===== src/hdl/otbt_pkg.sv =====
// package: offsets, field layouts and reset values of the trim/trip registers
package otbt_pkg;
	localparam logic [7:0] OFS_BATT_TRIP      = 8'h0a; // trip selector register
	localparam logic [7:0] OFS_INIT_OSC_TRIM  = 8'h0b; // initial trim, read only
	localparam logic [7:0] OFS_COLD_CURV      = 8'h0c; // curvature coefficient
	localparam logic [7:0] OFS_SENSE_CTRL     = 8'h0d; // sense control / step gain
	localparam int         POS_TRIP_FIRST     = 3;     // first trip field lsb
	localparam int         POS_TRIP_SECOND    = 0;     // second trip field lsb
	localparam int         POS_TEMP_SENSE     = 7;     // temp sense enable bit
	localparam int         POS_BSE            = 6;     // battery sense enable bit
	localparam int         POS_BSR            = 5;     // battery sense rate bit
	localparam logic [7:0] CTRL_WR_MASK       = 8'he0; // writable control bits
	localparam logic [2:0] TRIP_RESERVED      = 3'h7;  // undefined trip code
	localparam logic [5:0] RST_BATT_TRIP      = 6'h00; // trip selectors at reset
	localparam logic [2:0] RST_CTRL           = 3'h0;  // all sensing off at reset
	localparam logic [1:0] DIG_TRIM_OFF       = 2'h0;  // digital trim off
	localparam logic [1:0] DIG_TRIM_PLUS      = 2'h1;  // +30.5 ppm
	localparam logic [1:0] DIG_TRIM_ZERO      = 2'h2;  // 0 ppm
	localparam logic [1:0] DIG_TRIM_MINUS     = 2'h3;  // -30.5 ppm
	// trip level in millivolts per code
	typedef logic [12:0] otbt_mv_t;
	// decoded trim applied to the oscillator
	typedef struct packed {
		logic              digital_skip;   // remove pulses (slow down)
		logic              digital_insert; // add pulses (speed up)
		logic signed [6:0] analog_ppm;     // analog trim in ppm, +32..-31
	} otbt_trim_t;
endpackage


===== src/hdl/otbt_regs.sv =====
// trim, curvature, sense control and battery trip register group
`timescale 1ns/1ns
module otbt_regs
(
	input  wire logic        mclk_i,          // system clock
	input  wire logic        rst_n_i,         // async reset, active low
	input  wire logic [7:0]  reg_addr_i,      // register address
	input  wire logic        reg_wr_i,        // write strobe
	input  wire logic [7:0]  reg_wdata_i,     // write data
	input  wire logic        reg_rd_i,        // read strobe
	output logic      [7:0]  reg_rdata_o,     // read data, registered
	input  wire logic [7:0]  fuse_trim_i,     // factory initial trim
	input  wire logic [6:0]  fuse_curv_i,     // factory curvature coeff
	input  wire logic [4:0]  fuse_gain_i,     // factory step gain
	input  wire logic        fuse_load_i,     // power-up recall pulse
	input  wire logic        conv_done_i,     // one conversion finished
	output logic             conv_start_o,    // start cycle pulse
	output logic             conv_busy_o,     // cycle in progress
	output logic      [12:0] trip_first_mv_o, // first trip level, mV
	output logic      [12:0] trip_second_mv_o,// second trip level, mV
	output logic             trip_first_ok_o, // first code defined
	output logic             trip_second_ok_o,// second code defined
	output logic             temp_sense_en_o, // sensing enable
	output logic             batt_sense_en_o, // battery-mode sensing
	output logic             batt_sense_rate_o,// 1: every minute
	output otbt_pkg::otbt_trim_t trim_o       // trim to the oscillator
);
	// register state and the two decoded selector codes
	logic [5:0] batt_trip_reg;         // both trip selectors
	logic [7:0] initial_osc_trim_reg;  // recalled initial trim
	logic [6:0] cold_curv_reg;         // recalled curvature coeff
	logic [4:0] step_gain_reg;         // recalled step gain
	logic [2:0] ctrl_reg;              // sense, battery sense, rate
	logic [2:0] trip_a;                // first selector code
	logic [2:0] trip_b;                // second selector code
	// conversion cycle: idle, first and second conversion
	typedef enum logic [1:0] {S_IDLE, S_CONV1, S_CONV2} otbt_state_t;
	otbt_state_t state_reg;            // conversion cycle state

	// first trip table
	// levels in millivolts; code 7 has no level and returns zero
	function automatic otbt_pkg::otbt_mv_t trip_first_mv(input logic [2:0] c);
		case (c)
			3'h0:    trip_first_mv = 13'd2125;
			3'h1:    trip_first_mv = 13'd2295;
			3'h2:    trip_first_mv = 13'd2550;
			3'h3:    trip_first_mv = 13'd2805;
			3'h4:    trip_first_mv = 13'd3060;
			3'h5:    trip_first_mv = 13'd4250;
			3'h6:    trip_first_mv = 13'd4675;
			default: trip_first_mv = 13'd0;
		endcase
	endfunction

	// second trip table
	// levels in millivolts; code 7 has no level and returns zero
	function automatic otbt_pkg::otbt_mv_t trip_second_mv(input logic [2:0] c);
		case (c)
			3'h0:    trip_second_mv = 13'd1875;
			3'h1:    trip_second_mv = 13'd2025;
			3'h2:    trip_second_mv = 13'd2250;
			3'h3:    trip_second_mv = 13'd2475;
			3'h4:    trip_second_mv = 13'd2700;
			3'h5:    trip_second_mv = 13'd3750;
			3'h6:    trip_second_mv = 13'd4125;
			default: trip_second_mv = 13'd0;
		endcase
	endfunction

	// split the shared register into its two selector codes
	assign trip_a = batt_trip_reg[otbt_pkg::POS_TRIP_FIRST +: 3];
	assign trip_b = batt_trip_reg[otbt_pkg::POS_TRIP_SECOND +: 3];

	// trip selectors, fully writable, each independent
	// both fields land together; neither limits the other
	always_ff @(posedge mclk_i or negedge rst_n_i)
	begin
		if (!rst_n_i)
			batt_trip_reg <= otbt_pkg::RST_BATT_TRIP;
		else if (reg_wr_i && reg_addr_i == otbt_pkg::OFS_BATT_TRIP)
			batt_trip_reg <= reg_wdata_i[5:0];
	end

	// factory values recalled at power-up, never written by software
	// no write path reaches these registers, so software cannot alter them
	// a repeated recall pulse reloads whatever values the fuse inputs present
	always_ff @(posedge mclk_i or negedge rst_n_i)
	begin
		if (!rst_n_i)
		begin
			initial_osc_trim_reg <= 8'h00;
			cold_curv_reg        <= 7'h00;
			step_gain_reg        <= 5'h00;
		end
		else if (fuse_load_i)
		begin
			initial_osc_trim_reg <= fuse_trim_i;
			cold_curv_reg        <= fuse_curv_i;
			step_gain_reg        <= fuse_gain_i;
		end
	end

	// control bits: only the upper three take write data
	// the lower five bits read back from the recalled step gain
	// reset clears all three sensing controls
	always_ff @(posedge mclk_i or negedge rst_n_i)
	begin
		if (!rst_n_i)
			ctrl_reg <= otbt_pkg::RST_CTRL;
		else if (reg_wr_i && reg_addr_i == otbt_pkg::OFS_SENSE_CTRL)
			ctrl_reg <= reg_wdata_i[7:5];
	end

	// conversion cycle: two conversions per enable
	always_ff @(posedge mclk_i or negedge rst_n_i)
	begin
		if (!rst_n_i)
			state_reg <= S_IDLE;
		else
			case (state_reg)
				// wait for software to set the sense enable
				S_IDLE:  if (conv_start_o) state_reg <= S_CONV1;
				// first conversion running
				S_CONV1: if (conv_done_i) state_reg <= S_CONV2;
				// second conversion; its end closes the cycle
				S_CONV2: if (conv_done_i) state_reg <= S_IDLE;
				// unused encoding, recover to idle
				default: state_reg <= S_IDLE;
			endcase
	end

	// start when software writes a one to the sense enable
	// a rewrite while busy starts no new cycle; the running cycle finishes first
	assign conv_start_o = reg_wr_i
		&& reg_addr_i == otbt_pkg::OFS_SENSE_CTRL
		&& reg_wdata_i[otbt_pkg::POS_TEMP_SENSE]
		&& state_reg == S_IDLE;
	// busy from the edge that takes the start until the second done
	assign conv_busy_o = state_reg != S_IDLE;

	// registered read data, unmapped reads as zero
	// read-only registers answer with their recalled values
	// a read has no side effect on any register
	always_ff @(posedge mclk_i or negedge rst_n_i)
	begin
		if (!rst_n_i)
			reg_rdata_o <= 8'h00;
		else if (reg_rd_i)
			case (reg_addr_i)
				otbt_pkg::OFS_BATT_TRIP:     reg_rdata_o <= {2'b00, batt_trip_reg};
				otbt_pkg::OFS_INIT_OSC_TRIM: reg_rdata_o <= initial_osc_trim_reg;
				otbt_pkg::OFS_COLD_CURV:     reg_rdata_o <= {1'b0, cold_curv_reg};
				otbt_pkg::OFS_SENSE_CTRL:    reg_rdata_o <= {ctrl_reg, step_gain_reg};
				default:                     reg_rdata_o <= 8'h00;
			endcase
	end

	// decoded trip levels
	// code 7 drops the ok flag so users can ignore the level
	always_ff @(posedge mclk_i or negedge rst_n_i)
	begin
		if (!rst_n_i)
		begin
			trip_first_mv_o  <= 13'd0;
			trip_second_mv_o <= 13'd0;
			trip_first_ok_o  <= 1'b0;
			trip_second_ok_o <= 1'b0;
		end
		else
		begin
			trip_first_mv_o  <= trip_first_mv(trip_a);
			trip_second_mv_o <= trip_second_mv(trip_b);
			trip_first_ok_o  <= trip_a != otbt_pkg::TRIP_RESERVED;
			trip_second_ok_o <= trip_b != otbt_pkg::TRIP_RESERVED;
		end
	end

	// control levels straight from the register
	assign temp_sense_en_o   = ctrl_reg[2];
	assign batt_sense_en_o   = ctrl_reg[1];
	assign batt_sense_rate_o = ctrl_reg[0];

	// oscillator trim from initial values; frozen while the sense enable is on
	// the last value holds while sensing runs, so the oscillator sees
	// no step back to the initial trims in mid-cycle
	always_ff @(posedge mclk_i or negedge rst_n_i)
	begin
		if (!rst_n_i)
			trim_o <= '0;
		else if (!ctrl_reg[2])
		begin
			// 32 minus code gives +32..-31 ppm
			trim_o.analog_ppm     <= 7'sd32
				- $signed({1'b0, initial_osc_trim_reg[5:0]});
			// skip lowers, insert raises frequency
			// disabled and zero codes both leave the pulse count alone
			trim_o.digital_insert <= initial_osc_trim_reg[7:6]
				== otbt_pkg::DIG_TRIM_PLUS;
			trim_o.digital_skip   <= initial_osc_trim_reg[7:6]
				== otbt_pkg::DIG_TRIM_MINUS;
		end
	end
endmodule


===== config.mk =====
export PLATFORM = sky130hd
export DESIGN_NAME = otbt_regs
export DESIGN_NICKNAME = d
export VERILOG_FILES = /design/src/hdl/otbt_pkg.sv /design/src/hdl/otbt_regs.sv
export SDC_FILE = /design/constraint.sdc
export NUM_CORES = 1
export LEC_CHECK = 0
export ABC_AREA = 1
export BUFFER_PORTS_ARGS = -buffer_cell sky130_fd_sc_hd__buf_2
export CAP_MARGIN = 0
export CELL_PAD_IN_SITES_DETAIL_PLACEMENT = 0
export CELL_PAD_IN_SITES_GLOBAL_PLACEMENT = 1
export CORE_ASPECT_RATIO = 2
export CORE_MARGIN = 8
export CORE_UTILIZATION = 38
export CTS_CLUSTER_SIZE = 8
export DETAILED_ROUTE_END_ITERATION = 8
export GPL_ROUTABILITY_DRIVEN = 1
export PLACE_DENSITY_LB_ADDON = 0.1
export SKIP_CTS_REPAIR_TIMING = 1
export SLEW_MARGIN = 20
export SYNTH_ARGS = -nofsm -noshare
export SYNTH_HDL_FRONTEND = slang
export SYNTH_SLANG_ARGS = --single-unit

===== constraint.sdc =====
create_clock -name mclk_i -period 1.4 [get_ports mclk_i]
set_input_delay 0.21 -clock mclk_i [delete_from_list [all_inputs] [get_ports mclk_i]]
set_output_delay 0.21 -clock mclk_i [all_outputs]
set_load 0.005 [all_outputs]

[Yosys cells after proc, flatten, opt, wreduce, memory -nomap -nowiden]
Cells that the tools add are included.
Operators by class
  reduce and logical (&&, ||, !) cells: 9
  equal/unequal tests: 25
  mux-type cells: 7
  $add $sub $neg: 1
Operators by type and width (number)
  $pmux W13 S7: 2
  $eq A8 B4 Y1 const B: 4
  $pmux W8 S4: 1
  $eq A3 B3 Y1 const B: 6
  $eq A3 B2 Y1 const B: 4
  $sub A6 B6 Y7 const A: 1
  $eq A3 B1 Y1 const B: 2
  $logic_not A3 Y1: 2
  $mux W2: 3
  $ne A2 B2 Y1 const B: 3
  $ne A3 B3 Y1 const B: 2
  $pmux W2 S3: 1
  $eq A2 B1 Y1 const B: 2
  $eq A2 B2 Y1 const B: 2
  $logic_and A1 B1 Y1: 4
  $reduce_and A3 Y1: 1
  $logic_not A2 Y1: 1
  $reduce_bool A2 Y1: 1
Word-level totals
  word-level logic and storage cells: 56
  flip-flop bits (word level): 76
  input bits: 42

[Depth between registers and ports, before layout]
  word-level depth: 6
  gate-level depth with buffers: 8

[Least setup slack after synthesis]
Ideal clock, no wire load.
  kind: register to register
  from: register initial_osc_trim_reg[0]
  to: register trim_o[4] in the netlist's numbering
  period minus slack after synthesis: 1.192 ns
  required time: 1.282 ns
  path slack: 0.208 ns
  cell stages (with the launch flop): 7
  library setup time: 0.118 ns
  data arrival time: 1.074 ns
  cells stage by stage: dfrtp_1 > inv_1 > ha_1 > nand3_1 > o21ai_0 > a21oi_1 > a21o_1
Between the ends
  cells in the longest elaborated chain, start to end: 1
Ends and longest elaborated chain
  from (decl): line otbt_regs.sv:30  | logic [7:0] initial_osc_trim_reg;
  from (signal assigned): line otbt_regs.sv:97  | initial_osc_trim_reg <= fuse_trim_i;
  $sub A6 B6 Y7: line otbt_regs.sv:194  | - $signed({1'b0, initial_osc_trim_reg[5:0]});
  to (decl): line otbt_regs.sv:26  | output otbt_pkg::otbt_trim_t trim_o
No other way between the ends.
A chain may end at the register's enable or synchronous reset.

[Worst setup path in the final report]
Same ends and word-level chain as after synthesis.

==> results.json <==
{
  "start_kind": "flop",
  "ys_seq_area_share_pct": 58.8,
  "rrSetupSlack_ns": 0.1,
  "setup_viol": 0,
  "numCtsBuffers": 9,
  "fmax_ghz": 0.769,
  "syn_area_sq_um": 3110,
  "leakage_uw": 0.00217,
  "drtPass1Iterations": 4,
  "largest_reg_flops": 13,
  "holdPathStages": 3,
  "cp_num_cells": 6,
  "final_cells": 523,
  "wl_microns": 8210,
  "fin_util_pct": 50.6,
  "outcome": "completed",
  "fin_worst_skew_ns": 0.00304,
  "top_register": "trip_second_mv_o",
  "fin_crit_sh_pct": 92.9,
  "cp.required_ns": 1.62,
  "pwr-share-seq_pct": 45.2,
  "gp_congestion": 0.746,
  "slew_violations": 0,
  "drt-initial-drc-count": 88,
  "boundaryPins": 92,
  "clk_path_buf_depth": 2,
  "drcViolationCount": 0,
  "port_buffers": 90,
  "hpwl_microns": 6390,
  "via_per_inst": 4.78,
  "combPwrFrac_pct": 12.1,
  "fin_crit_ns": 1.30,
  "largest_registers": "trip_second_mv_o: 13 flops, trip_first_mv_o: 10 flops, trim_o: 9 flops",
  "final_area_sq_um": 4020,
  "insertion_delay_ns": 0.33,
  "num_antenna_cells": 0,
  "hold_viol": 0,
  "critical_path.top_delay_family": "flip-flops",
  "grt_remaining_overflow": 0,
  "tritoncts": "built",
  "syn-num-nets": 366,
  "endpoint_kind": "flop",
  "cts.reportedPaths.clkPinSlew_ns": 0.05,
  "clock_sinks": 73,
  "report.power.total_uw": 5460,
  "die_w_microns": 79.9,
  "dieArea_sq_um": 11500,
  "synth_warnings": 0,
  "synth_top_area_share_pct": 58.8,
  "powerDensity_nw_per_um2": 1360,
  "synth_top_flop_cell": "dfrtp_1",
  "synth_area_leaders": "dfrtp_1 (59%), nand2_1 (9.4%), nand3_1 (5.8%)",
  "place_area_sq_um": 3700,
  "crit_arrival_ns": 1.52,
  "hold_path.class": "in -> reg",
  "path_cells": "inv_1, ha_1, nand3_1, o21ai_1, a21oi_1, a21o_1",
  "pwr-share-clk_pct": 42.8,
  "crit_fanout": 4,
  "antenna_found_initial": 0,
  "grt.total_usage_pct": 15.2,
  "internal-power_uw": 4180,
  "num_rows": 46,
  "synthArstFlopShare_pct": 100,
  "reg2regPathDepth": 6,
  "critPathKind": "reg -> reg",
  "syn_inst": 323,
  "muxShareOfSynthArea_pct": 4.35,
  "rsz0062_at_grt": "no",
  "grt_pass1_wl_microns": 13300,
  "synth-edff-count": 0,
  "slowest_delay_ns": 0.39,
  "synthXorXnorAreaFrac_pct": 0.282,
  "layout-drive-gt1-share_pct": 36.1,
  "crit_buf_inv": 1,
  "coreArea_sq_um": 7940,
  "power.switching_uw": 1290,
  "grt_pass1_vias": 2699,
  "synth-compound-area-share_pct": 8.14,
  "nNetsFinal": 465,
  "yosys.area_share.simple_pct": 21.2,
  "synth_top_area_cell": "dfrtp_1",
  "yosysMostFrequentCell": "nand2_1",
  "worst_path_max_delay_cell": "dfrtp_1",
  "htree_levels": 3,
  "start_util_pct": 39.1,
  "fin_setup_tns_ns": 0,
  "root_buffer": "clkbuf_16",
  "drt.antenna.violating_nets": 0,
  "drv_cap": 0,
  "ys_seq_elements": 73,
  "synth_fa_ha_area_share_pct": 0.403,
  "synth_top_family_by_area": "simple AND/OR/NAND/NOR gates",
  "switching_share_pct": 23.6,
  "vias": 2498,
  "synth_cell_types": 30,
  "area_delta_synth_final_pct": 29.5,
  "irDropWorstVdd_uv": 727,
  "synth_common_cells": "nand2_1 (78), dfrtp_1 (73), nand3_1 (36)",
  "wl_per_cell_microns": 15.7,
  "dp.cells": 506,
  "grt_max_degree": 31,
  "die_h_microns": 144,
  "syn_area_per_cell_sq_um": 9.61
}
==> power groups by stage <==
| stage | combinational [uW] | sequential, uW | clock (uW) |
|---|---|---|---|
| 6_report | 659 | 2470 | 2340 |
| 5_1_grt | 758 | 2500 | 2480 |
| 4_1_cts | 679 | 2470 | 2410 |
| 3_5_place_dp | 678 | 2510 | 0 |
| 3_3_place_gp | 672 | 2500 | 0 |
| 2_1_floorplan | 300 | 2500 | 0 |
==> through the flow <==
stage | hold slack (ns) | setup slack [ns]
after floorplan | -0.0856 | 0.208
after global placement | 0.170 | 0.0738
after detailed placement | 0.171 | 0.0464
after CTS | -0.191 | -0.0145
after global routing | 0.0769 | 0.0156
final | 0.0791 | 0.0992
==> tightest hold or removal path, delay by kind of cell <==
family	cells	cell delay (ns)
buffers and inverters	1	0.08
and+or+nand+nor	2	0.08
==> path summary, 6_finish.rpt <==
check / startpoint / to
setup / recovery: initial_osc_trim_reg[0] / trim_o[4]
min in group asynchronous: rst_n_i / reg_rdata_o[7]
setup reg to reg: initial_osc_trim_reg[0] / trim_o[4]
hold reg to reg: trim_o[3] / trim_o[3]
max in group asynchronous: rst_n_i / trip_second_mv_o[12]
hold / removal: reg_wdata_i[6] / ctrl_reg[1]
==> area by class of cell <==
cell class,count,area [sq um]
Fill cell,777,3920
Sequential cell,73,1830
Multi-Input combinational cell,203,1070
Timing Repair Buffer,101,563
Clock buffer,14,274
Inverter,34,129
Tap cell,96,120
Clock inverter,2,35.0
==> routing by layer <==
| metal | up-vias | wire length [microns] | global-route usage (%) |
|---|---|---|---|
| met2 | 58 | 4720 | 28.6 |
| met1 | 1194 | 2830 | 14.3 |
| met5 | - | 0 | 0 |
| met3 | 8 | 527 | 4.94 |
| li1 | 1238 | - | - |
| met4 | 0 | 129 | 6.08 |
==> cell families after synthesis <==
kind of cell    after synthesis
other cells                   1
flops                        73
xor+xnor                      1
buf+inv                      47
simple gates                145
fa+ha+maj                     1
mux                          12
compound gates               43
==> layout by cell type, fill, tap and decap left out, types with 2 or more instances in the layout <==
cell / n
inv_2: 4
buf_12: 2
nand2_2: 4
o31ai_1: 2
o21ai_0: 14
a21oi_2: 5
inv_1: 29
buf_2: 89
nor2_4: 3
clkbuf_1: 2
nand3_1: 36
o21ai_1: 10
dfrtp_1: 72
clkinv_2: 2
a21oi_1: 9
mux2_2: 12
nand2_1: 78
buf_4: 9
nor2_2: 6
clkbuf_16: 9
clkbuf_8: 3
nor2_1: 15
No activity file was read; power rests on OpenSTA's default activity.
